<file path="config.mk">
export PLATFORM = sky130hd
export DESIGN_NAME = speed_sensor_tracking_guard
export DESIGN_NICKNAME = d
export VERILOG_FILES = /design/src/common/guard_pkg.sv /design/src/design/speed_sensor_tracking_guard.sv
export SDC_FILE = /design/constraint.sdc
export NUM_CORES = 1
export LEC_CHECK = 0
export ABC_AREA = 0
export BUFFER_PORTS_ARGS = -buffer_cell sky130_fd_sc_hd__buf_2
export CORE_ASPECT_RATIO = 1.4
export CORE_MARGIN = 5
export CORE_UTILIZATION = 65
export DETAILED_ROUTE_END_ITERATION = 16
export HOLD_SLACK_MARGIN = 0.02
export PLACE_DENSITY = 0.92
export REMOVE_ABC_BUFFERS = 1
export SYNTH_ARGS = -nofsm -noshare
export SYNTH_HDL_FRONTEND = slang
export SYNTH_SLANG_ARGS = --single-unit
</file>
<file path="constraint.sdc">
create_clock -name clk -period 13.7 [get_ports clk]
set_input_delay 1.37 -clock clk [delete_from_list [all_inputs] [get_ports clk]]
set_output_delay 1.37 -clock clk [all_outputs]
set_load 0.01 [all_outputs]
</file>
<file path="src/common/guard_pkg.sv">
package guard_pkg;
    // sample and tracking widths
    localparam int unsigned SAMPLE_W      = 12;
    localparam int unsigned CHANNELS      = 2;
    // fault hold: more than one millisecond
    localparam int unsigned FAULT_HOLD_US = 1100;
    localparam int unsigned CLK_MHZ       = 125;
    localparam int unsigned FAULT_CYCLES  = FAULT_HOLD_US * CLK_MHZ;
    // defaults for undocumented values
    localparam int unsigned WDOG_CYCLES   = 250000;
    localparam logic [11:0] AMP_MIN       = 12'h040;
    localparam logic [11:0] STEP_MAX      = 12'h010;
    localparam logic [11:0] PEAK_RST_HI   = 12'h000;
    localparam logic [11:0] PEAK_RST_LO   = 12'h000;
    localparam int unsigned PULSE_CYCLES  = 64;

    typedef enum logic [3:0] {
        PROTO_SPEED      = 4'h1,
        PROTO_SPEED_DIR  = 4'h2,
        PROTO_PULSE      = 4'h4,
        PROTO_PULSE_DIR  = 4'h8
    } proto_e;

    typedef enum logic [2:0] {
        ST_RUN   = 3'h1,
        ST_FAULT = 3'h2,
        ST_RESET = 3'h4
    } fault_state_e;

    typedef struct packed {
        logic signed [11:0] hi;
        logic signed [11:0] lo;
    } peaks_s;
endpackage

</file>
<file path="src/design/speed_sensor_tracking_guard.sv">
// What this block does
// - freeze output when amplitude below minimum
// - release frozen output when amplitude recovers
// - per channel lockout for non-direction protocols
// - joint lockout when protocol carries direction
// - no peak contraction after direction reversal
// - peak updates limited to bounded step, except recalibration widens straight to the sample
// - temperature gain correction before peak tracking
// - stopped watchdog shifts both peaks together
// - any diagnostic drives outputs to fault
// - hold fault long enough to observe
// - clearable faults reset controller after hold
// - large amplitude mismatch triggers immediate recalibration
// - no transitions while a pulse runs
// - collision guard only for pulse protocols
// - fault drives both outputs high fault
// - fault held longer than one millisecond
`timescale 1ns/100ps
module speed_sensor_tracking_guard #(
    parameter int unsigned       FAULT_CYCLES = guard_pkg::FAULT_CYCLES,
    parameter int unsigned       WDOG_CYCLES  = guard_pkg::WDOG_CYCLES,
    parameter logic [11:0]       AMP_MIN      = guard_pkg::AMP_MIN,
    parameter logic [11:0]       STEP_MAX     = guard_pkg::STEP_MAX,
    parameter int unsigned       PULSE_CYCLES = guard_pkg::PULSE_CYCLES
) (
    input  wire logic                   clk,
    input  wire logic                   rst_n,
    input  wire logic                   sample_valid,
    input  wire logic signed [11:0]     sample_a,
    input  wire logic signed [11:0]     sample_b,
    input  wire logic [7:0]             temp_gain,
    input  wire guard_pkg::proto_e      proto_sel,
    input  wire logic                   diag_fault,
    input  wire logic                   diag_clearable,
    output logic                        first_output,
    output logic                        second_output,
    output logic                        fault_high,
    output logic                        ctrl_reset,
    output logic [1:0]                  lockout,
    output logic [1:0]                  recal
);
    localparam int FW = $clog2(FAULT_CYCLES + 1);
    localparam int WW = $clog2(WDOG_CYCLES + 1);
    localparam int PW = $clog2(PULSE_CYCLES + 1);

    // ----------------------------------------------------------
    // fault sequencing
    // ----------------------------------------------------------
    guard_pkg::fault_state_e fstate_ff;
    logic [FW-1:0]           fcnt_ff;
    logic                    fclear_ff;
    always_ff @(posedge clk or negedge rst_n)
    begin
        if (!rst_n)
        begin
            fstate_ff <= guard_pkg::ST_RUN;
            fcnt_ff   <= '0;
            fclear_ff <= 1'b0;
        end
        else
        begin
            unique case (fstate_ff)
                guard_pkg::ST_RUN:
                begin
                    fcnt_ff <= '0;
                    if (diag_fault)
                    begin
                        fstate_ff <= guard_pkg::ST_FAULT;
                        fclear_ff <= diag_clearable;
                    end
                end
                guard_pkg::ST_FAULT:
                begin
                    // a non-clearable fault keeps the outputs at fault for good
                    if (fcnt_ff < FW'(FAULT_CYCLES))
                        fcnt_ff <= fcnt_ff + 1'b1;
                    else if (fclear_ff)
                        fstate_ff <= guard_pkg::ST_RESET;
                end
                guard_pkg::ST_RESET:
                begin
                    fstate_ff <= guard_pkg::ST_RUN;
                    fclear_ff <= 1'b0;
                end
            endcase
        end
    end

    wire in_fault = (fstate_ff != guard_pkg::ST_RUN);
    wire soft_rst = (fstate_ff == guard_pkg::ST_RESET);

    // ----------------------------------------------------------
    // per channel tracking
    // ----------------------------------------------------------
    wire pulse_mode = proto_sel inside {guard_pkg::PROTO_PULSE, guard_pkg::PROTO_PULSE_DIR};
    wire dir_mode   = proto_sel inside {guard_pkg::PROTO_SPEED_DIR, guard_pkg::PROTO_PULSE_DIR};
    logic [1:0] small_sig;
    logic [1:0] sw_state;
    logic [1:0] rev_seen;
    logic [WW-1:0] wdog_ff;
    logic          stopped;
    always_ff @(posedge clk or negedge rst_n)
    begin
        if (!rst_n)
            wdog_ff <= '0;
        else if (soft_rst || (|(sw_state ^ {second_output, first_output})))
            wdog_ff <= '0;
        else if (sample_valid && wdog_ff < WW'(WDOG_CYCLES))
            wdog_ff <= wdog_ff + 1'b1;
    end
    assign stopped = (wdog_ff == WW'(WDOG_CYCLES));
    genvar ch;
    generate
        for (ch = 0; ch < 2; ch++)
        begin : g_ch
            guard_pkg::peaks_s  pk_ff;
            logic signed [11:0] last_ff;
            logic               rise_ff;
            logic               sw_ff;
            logic signed [19:0] prod;
            logic signed [11:0] norm;
            logic signed [12:0] span;
            logic signed [11:0] mid;
            logic signed [11:0] raw;
            assign raw  = (ch == 0) ? sample_a : sample_b;
            assign prod = raw * $signed({1'b0, temp_gain});
            assign norm = prod[17:6];
            assign span = 13'(pk_ff.hi) - 13'(pk_ff.lo);
            assign mid  = 12'((13'(pk_ff.hi) + 13'(pk_ff.lo)) >>> 1);
            always_ff @(posedge clk or negedge rst_n)
            begin
                if (!rst_n)
                begin
                    pk_ff    <= '{hi: guard_pkg::PEAK_RST_HI, lo: guard_pkg::PEAK_RST_LO};
                    last_ff  <= '0;
                    rise_ff  <= 1'b1;
                    sw_ff    <= 1'b0;
                    rev_seen[ch] <= 1'b0;
                    recal[ch]    <= 1'b0;
                end
                else if (soft_rst)
                begin
                    pk_ff    <= '{hi: guard_pkg::PEAK_RST_HI, lo: guard_pkg::PEAK_RST_LO};
                    rev_seen[ch] <= 1'b0;
                    recal[ch]    <= 1'b0;
                end
                else if (sample_valid)
                begin
                    last_ff <= norm;
                    recal[ch] <= 1'b0;
                    if ((norm > last_ff) != rise_ff && norm != last_ff)
                    begin
                        rise_ff <= (norm > last_ff);
                        rev_seen[ch] <= 1'b1;
                    end
                    if (13'(norm) - 13'(pk_ff.lo) > (span <<< 1) ||
                        13'(pk_ff.hi) - 13'(norm) > (span <<< 1))
                    begin
                        // widen to the sample; collapsing both peaks would leave no span
                        pk_ff.hi  <= (norm > pk_ff.hi) ? norm : pk_ff.hi;
                        pk_ff.lo  <= (norm < pk_ff.lo) ? norm : pk_ff.lo;
                        recal[ch] <= 1'b1;
                    end
                    else if (stopped)
                    begin
                        // move both peaks by the same offset to keep the span
                        if (norm > mid)
                            pk_ff <= '{hi: pk_ff.hi + 12'sh001, lo: pk_ff.lo + 12'sh001};
                        else if (norm < mid)
                            pk_ff <= '{hi: pk_ff.hi - 12'sh001, lo: pk_ff.lo - 12'sh001};
                    end
                    else
                    begin
                        if (norm > pk_ff.hi)
                            pk_ff.hi <= (norm - pk_ff.hi > $signed(STEP_MAX)) ?
                                pk_ff.hi + $signed(STEP_MAX) : norm;
                        else if (!rev_seen[ch] && norm < pk_ff.hi)
                            pk_ff.hi <= pk_ff.hi - 12'sh001;
                        if (norm < pk_ff.lo)
                            pk_ff.lo <= (pk_ff.lo - norm > $signed(STEP_MAX)) ?
                                pk_ff.lo - $signed(STEP_MAX) : norm;
                        else if (!rev_seen[ch] && norm > pk_ff.lo)
                            pk_ff.lo <= pk_ff.lo + 12'sh001;
                    end
                    if (norm > mid + 12'(span >>> 2))
                        sw_ff <= 1'b1;
                    else if (norm < mid - 12'(span >>> 2))
                        sw_ff <= 1'b0;
                end
            end
            assign small_sig[ch] = span < $signed({1'b0, AMP_MIN});
            assign sw_state[ch]  = sw_ff;
        end
    endgenerate

    // ----------------------------------------------------------
    // lockout, collision guard and output drive
    // ----------------------------------------------------------
    logic [1:0]    lock_now;
    logic [PW-1:0] pcnt_ff [2];
    assign lock_now = dir_mode ? {2{|small_sig}} : small_sig;
    always_ff @(posedge clk or negedge rst_n)
    begin
        if (!rst_n)
            lockout <= 2'h0;
        else
            lockout <= lock_now;
    end
    generate
        for (ch = 0; ch < 2; ch++)
        begin : g_out
            logic out_ff;
            wire  busy = pulse_mode && (pcnt_ff[ch] != '0);
            always_ff @(posedge clk or negedge rst_n)
            begin
                if (!rst_n)
                begin
                    out_ff      <= 1'b0;
                    pcnt_ff[ch] <= '0;
                end
                else
                begin
                    if (pcnt_ff[ch] != '0)
                        pcnt_ff[ch] <= pcnt_ff[ch] - 1'b1;
                    // frozen while locked, released once amplitude is back
                    if (!lock_now[ch] && !busy && sw_state[ch] != out_ff)
                    begin
                        out_ff <= sw_state[ch];
                        if (pulse_mode)
                            pcnt_ff[ch] <= PW'(PULSE_CYCLES);
                    end
                end
            end
        end
    endgenerate
    always_ff @(posedge clk or negedge rst_n)
    begin
        if (!rst_n)
        begin
            first_output  <= 1'b0;
            second_output <= 1'b0;
            fault_high    <= 1'b0;
            ctrl_reset    <= 1'b0;
        end
        else
        begin
            first_output  <= in_fault ? 1'b1 : g_out[0].out_ff;
            second_output <= in_fault ? 1'b1 : g_out[1].out_ff;
            fault_high    <= (fstate_ff == guard_pkg::ST_FAULT);
            ctrl_reset    <= soft_rst;
        end
    end
endmodule

</file>
# Word level (Yosys, flattened, before mapping)
# Index checks and enable logic that the tools add are counted.
# totals
ff_bits,142
output_inout_bits,8
# classes
n_addsub,32
multipliers,2
order_cmp,30
eq_ne,24
n_mux,63
n_bitwise,2
n_reduce_logical,54
# op_table
operator,n
two-way mux 24 bit,12
two-way mux 12 bit,16
greater-than comparator 12 bit,10
less-than comparator 12 bit,8
subtractor 12 x 12 -> 13 bit,6
two-way mux 18 bit,3
greater-than comparator 13 bit,4
"adder 12 x 2 -> 12 bit, second input constant",4
"greater-than comparator 12 x 6 -> 1 bit, second input constant",4
subtractor 12 bit,4
"subtractor 12 x 2 -> 12 bit, second input constant",4
two-way mux 7 bit,6
"adder 18 x 1 -> 18 bit, second input constant",2
"less-than comparator 18 bit, second input constant",2
multiplier 12 x 9 -> 18 bit,2
one-hot mux 18 bit (2 select lines),1
adder 12 x 12 -> 13 bit,2
"less-than comparator 13 x 8 -> 1 bit, second input constant",2
adder 12 x 11 -> 12 bit,2
"adder 12 x 6 -> 12 bit, second input constant",2
inequality test 12 bit,2
subtractor 12 x 11 -> 12 bit,2
"subtractor 12 x 6 -> 12 bit, second input constant",2
nonzero test 2 bit,10
29 further kinds,95

# Depth between registers and ports, before layout
# depth
depth_word,9
depth_mapped,47
mapped_depth_nobuf,43

# Least setup slack after synthesis
# Ideal clock, no wire load.
# synth_timing
kind,input to register
startpoint,in temp_gain[2]
endpoint,reg g_ch[1].pk_ff[2] (netlist bit)
arrival_time_ns,9.501
slack_ns,4.077
path_stages,42
n_path_buf,4
cell_sequence,clkbuf_1 -> nand2_1 -> fa_1 -> inv_1 -> fa_1 -> inv_1 -> fa_1 -> fa_1 -> inv_1 -> ha_1 -> o21a_1 -> o21ai_0 -> nor2_1 -> nor2_1 -> inv_1 -> a21oi_1 -> xor2_1 -> inv_1 -> [6 not listed] -> o21ai_0 -> a21boi_0 -> o21ai_0 -> a21oi_1 -> a31oi_1 -> ha_1 -> nand2b_1 -> a2111oi_0 -> a211o_1 -> o31ai_1 -> clkbuf_1 -> o21a_1 -> a211oi_1 -> or2_1 -> buf_2 -> o21ai_1 -> a31o_2 -> a32o_1
# synth_via
elab_chain_cells,9
word_cells_on_any_way,25
classes_between,3 x add/sub; 1 x mul; 7 x order compare; 2 x eq/ne; 8 x mux; 4 x reduce/logical
# synth_rtl
element,line_no,text
from (decl),speed_sensor_tracking_guard.sv:31,"input wire logic [7:0] temp_gain,"
multiplier 12 x 9 -> 18 bit *,speed_sensor_tracking_guard.sv:126,"assign prod = raw * $signed({1'b0, temp_gain});"
named net g_ch[1].prod[10],speed_sensor_tracking_guard.sv:120,logic signed [19:0] prod;
subtractor 12 bit,speed_sensor_tracking_guard.sv:180,pk_ff.lo <= (pk_ff.lo - norm > $signed(STEP_MAX)) ?
greater-than comparator 12 x 6 -> 1 bit,speed_sensor_tracking_guard.sv:180,
two-way mux 12 bit,speed_sensor_tracking_guard.sv:180,
two-way mux 12 bit,speed_sensor_tracking_guard.sv:179,if (norm < pk_ff.lo)
two-way mux 24 bit,speed_sensor_tracking_guard.sv:164,else if (stopped)
two-way mux 24 bit,speed_sensor_tracking_guard.sv:156,if (13'(norm) - 13'(pk_ff.lo) > (span <<< 1) ||
two-way mux 24 bit,speed_sensor_tracking_guard.sv:147,else if (sample_valid)
two-way mux 24 bit,speed_sensor_tracking_guard.sv:141,else if (soft_rst)
to (signal assigned),speed_sensor_tracking_guard.sv:143,"pk_ff <= '{hi: guard_pkg::PEAK_RST_HI, lo: guard_pkg::PEAK_RST_LO};"
to (signal assigned),speed_sensor_tracking_guard.sv:168,"pk_ff <= '{hi: pk_ff.hi + 12'sh001, lo: pk_ff.lo + 12'sh001};"
to (signal assigned),speed_sensor_tracking_guard.sv:170,"pk_ff <= '{hi: pk_ff.hi - 12'sh001, lo: pk_ff.lo - 12'sh001};"
to (decl),speed_sensor_tracking_guard.sv:116,guard_pkg::peaks_s pk_ff;
# Mark *: on every way through the listed nets, which the timed path passes. The rest lies on a longest branch. The select of a mux whose other input is x is not followed.
# A chain may end at the register's enable or synchronous reset.

# Worst setup path after layout
# layout_timing
startpoint,in temp_gain[2]
endpoint,reg g_ch[0].pk_ff[15] (netlist bit)
# layout_via
elab_chain_cells,9
word_cells_on_any_way,25
classes_between,3 x add/sub; 1 x mul; 7 x order compare; 2 x eq/ne; 8 x mux; 4 x reduce/logical
# layout_rtl
element,line_no,text
multiplier 12 x 9 -> 18 bit *,speed_sensor_tracking_guard.sv:126,
named net g_ch[0].prod[10],speed_sensor_tracking_guard.sv:120,
subtractor 12 bit,speed_sensor_tracking_guard.sv:175,pk_ff.hi <= (norm - pk_ff.hi > $signed(STEP_MAX)) ?
greater-than comparator 12 x 6 -> 1 bit,speed_sensor_tracking_guard.sv:175,
two-way mux 12 bit,speed_sensor_tracking_guard.sv:175,
two-way mux 12 bit,speed_sensor_tracking_guard.sv:174,if (norm > pk_ff.hi)
two-way mux 24 bit,speed_sensor_tracking_guard.sv:164,
two-way mux 24 bit,speed_sensor_tracking_guard.sv:156,
two-way mux 24 bit,speed_sensor_tracking_guard.sv:147,
two-way mux 24 bit,speed_sensor_tracking_guard.sv:141,
to (signal assigned),speed_sensor_tracking_guard.sv:143,
to (signal assigned),speed_sensor_tracking_guard.sv:168,
to (signal assigned),speed_sensor_tracking_guard.sv:170,
to (decl),speed_sensor_tracking_guard.sv:116,
# Marked as above.

==> flow_summary_export.csv <==
group,metric,value,unit
logic_synthesis,avgSynthCellArea,7.872,um^2
critical_path,end_kind,"flop",
drt,drcViolationCount,0,
logic_synthesis,synth_enable_flop_cells,0,
global_route,grt_overflow_total,0,
critical_path,critPathSlowestCell,"o21ai_2",
sta,hold_viol,0,
global_route,grt_max_degree,74,
logic_synthesis,synth_seq_area_share,12.83,%
sta,setup_violations,0,
clock_network,cts_tree,"yes",
global_route,grt_pass1_wl,138.9,mm
drt,drt_iter0_drc,2866,
logic_synthesis,syn_area,0.02773,mm^2
sta,clock_skew,0.008551,ns
clock_network,clock_sinks,142,
critical_path,r2r-start,"g_ch[0].pk_ff[1]",
floorplanning,rows,89,
clock_network,postCtsSetupRepairBufs,0,
critical_path,critPathBufInv,5,
worst_hold_path,hold_class,"flop to flop",
placement,dp_hpwl,65.59,mm
floorplanning,initial_core_util,65.70,%
critical_path,worst-path-max-fanout,26,
sta,finalCriticalPeriod,11.24,ns
critical_path,critPathArrivalTime,11.59,ns
clock_network,cts_resized,0,
clock_network,cts_buffers,17,
floorplanning,die_h,254.4,um
floorplanning,fp.coreArea,0.04220,mm^2
sta,period_share,82.07,%
sta,timing.fmax,88.93,MHz
drt,post_drt_wl_per_cell,21.58,um
placement,gp_congestion,1.076,
drt,num_vias,27200,
layout,final_nets,4049,
drt,viasPerCell,6.717,
worst_hold_path,min-delay-start,"fstate_ff[1]",
sta,relSlewSlack,21.03,%
run_status,outcome,"finished, final reports clean",
critical_path,critPathRequiredTime,14.05,ns
layout,drive_gt1_share,5.682,%
critical_path,crit_family,"compound AO/OA/AOI/OAI gates",
global_route,antenna_found_initial,2,
drt,drtAntennaViolNets,0,
layout,final_common_cell,"inv_1",
clock_network,hold_buffers,0,
layout,area_growth,4.635,%
logic_synthesis,synth_seq_cells,142,
layout,fin_util,68.74,%
critical_path,path_class,"primary input to flop",
drt,drt_wl_total,87.37,mm
global_route,grt_use_total,36.68,%
placement,portBuffers,48,
critical_path,setup.worst_path.start_class,"primary input",
sta,drv_slew,0,
clock_network,clockRootBuffer,"clkbuf_16",
sta,tns,0,ns
sta,worst_pin_slew,1.184,ns
floorplanning,die_width,184.6,um
logic_synthesis,async_flop_share,100.0,%
logic_synthesis,yosys_warnings,0,
layout,nFillCells,3232,
clock_network,insertion_delay,0.43,ns
global_route,grt_pass1_vias,26950,
flow_run,drv_cap,0,
logic_synthesis,netlist_instances,3522,
clock_network,h-tree-depth,4,
drt,first_pass_iters,7,
critical_path,critical_path.max_stage_delay,0.93,ns
clock_network,clockBufferDepth,2,
floorplanning,ios,49,
logic_synthesis,ys.flop_type,"dfrtp_1",
critical_path,cp-startpoint,"temp_gain[2]",
clock_network,clk_pin_slew_worst_paths,0.06,ns
floorplanning,die_area,0.04695,mm^2
sta,rsz0062_at_grt,"no",
logic_synthesis,ys_types,105,
layout,mostFrequentLayoutCells,"403 x inv_1, 369 x ha_1, 264 x nand2_1",
==> stage by stage <==
stage	hold WS, ns	setup WS [ns]	cells	cell area [um^2]
floorplan	0.4065	3.491	3385	27140
global placement	0.4513	2.945	4016	28370
detailed placement	0.4596	2.338	4016	28370
CTS	0.4805	2.744	4048	29010
global route	0.5128	1.866	4049	29010
finish	0.4831	2.456	4049	29010
==> cell usage after synthesis, types with 33 or more instances <==
library cell,number,area [um^2]
nor3_1,88,440.4
a211oi_1,33,247.7
nand4_1,43,269.0
and2_1,120,750.7
xor2_1,65,569.3
or3_1,34,212.7
nand2b_1,47,294.0
a21o_1,42,315.3
nand3_1,76,380.4
inv_1,403,1513
a21oi_1,193,965.9
nor2b_1,58,362.9
fa_1,150,3003
and3_1,42,262.8
clkbuf_1,113,424.2
o21a_1,51,382.9
dfrtp_1,139,3478
nand2_1,264,991.0
xnor2_1,199,1743
mux2i_1,42,420.4
o21ai_0,194,970.9
ha_1,369,4617
nor2_1,262,983.4
==> registers in the layout, indices dropped and copies added (netlist names), 2 cells and up <==
register and flops:
pcnt_ff 14, lockout 2, recal 2, rev_seen 2
wdog_ff 18, g_ch.last_ff 24, g_ch.pk_ff 48, g_out.out_ff 2
fcnt_ff 18, g_ch.rise_ff 2, fstate_ff 3, g_ch.sw_ff 2
==> logic make-up after synthesis <==
kind of cell / Yosys count / synth area share (%)
flip-flops: 142 / 12.83
multiplexers: 61 / 2.342
AND/OR/NAND/NOR: 1138 / 20.64
XOR/XNOR: 267 / 8.515
buffers and inverters: 544 / 7.613
AO/OA/AOI/OAI: 839 / 20.14
adder cells (fa/ha/maj): 531 / 27.92
==> path summary, 6_finish.rpt <==
path / to / slack (ns) / cells past startpoint
min reg2reg: fstate_ff[0] / 0.48 / 1
max reg2reg: g_ch[0].pk_ff[15] / 6.32 / 20
max: g_ch[0].pk_ff[15] / 2.46 / 39
max in group asynchronous: g_ch[1].pk_ff[6] / 11.32 / 2
min: fstate_ff[0] / 0.48 / 1
min in group asynchronous: pcnt_ff[0] / 0.93 / 1
==> routing by layer <==
metal | wire length (um) | global-route usage [%] | part of all wire (%)
met5 | 0 | 0 | 0
met4 | 8855 | 28.45 | 10
met3 | 7845 | 7.020 | 9.0
met2 | 40490 | 60.19 | 46
met1 | 30180 | 41.96 | 35
==> final cells by class <==
cell class | count | area [um^2] | area share, %
Clock inverter | 10 | 150.1 | 0.5175
Antenna cell | 1 | 2.502 | 0.008626
Multi-Input combinational cell | 2836 | 22080 | 76.12
Clock buffer | 22 | 484.2 | 1.669
Timing Repair Buffer | 85 | 524.3 | 1.807
Tap cell | 546 | 683.2 | 2.355
Sequential cell | 142 | 3557 | 12.26
Inverter | 407 | 1528 | 5.266
==> worst register-to-register path, delay by kind of cell (launching register included) <==
kind / cells / cell delay [ns]
AO/OA/AOI/OAI: 9 / 3.17
XOR/XNOR: 1 / 0.80
adder cells (fa/ha/maj): 2 / 0.76
buffers and inverters: 1 / 0.29
flip-flops: 1 / 0.64
AND/OR/NAND/NOR: 7 / 1.64
Power is not shown: default switching activity piles up to over one toggle a cycle in this logic, so the estimate is an artifact.
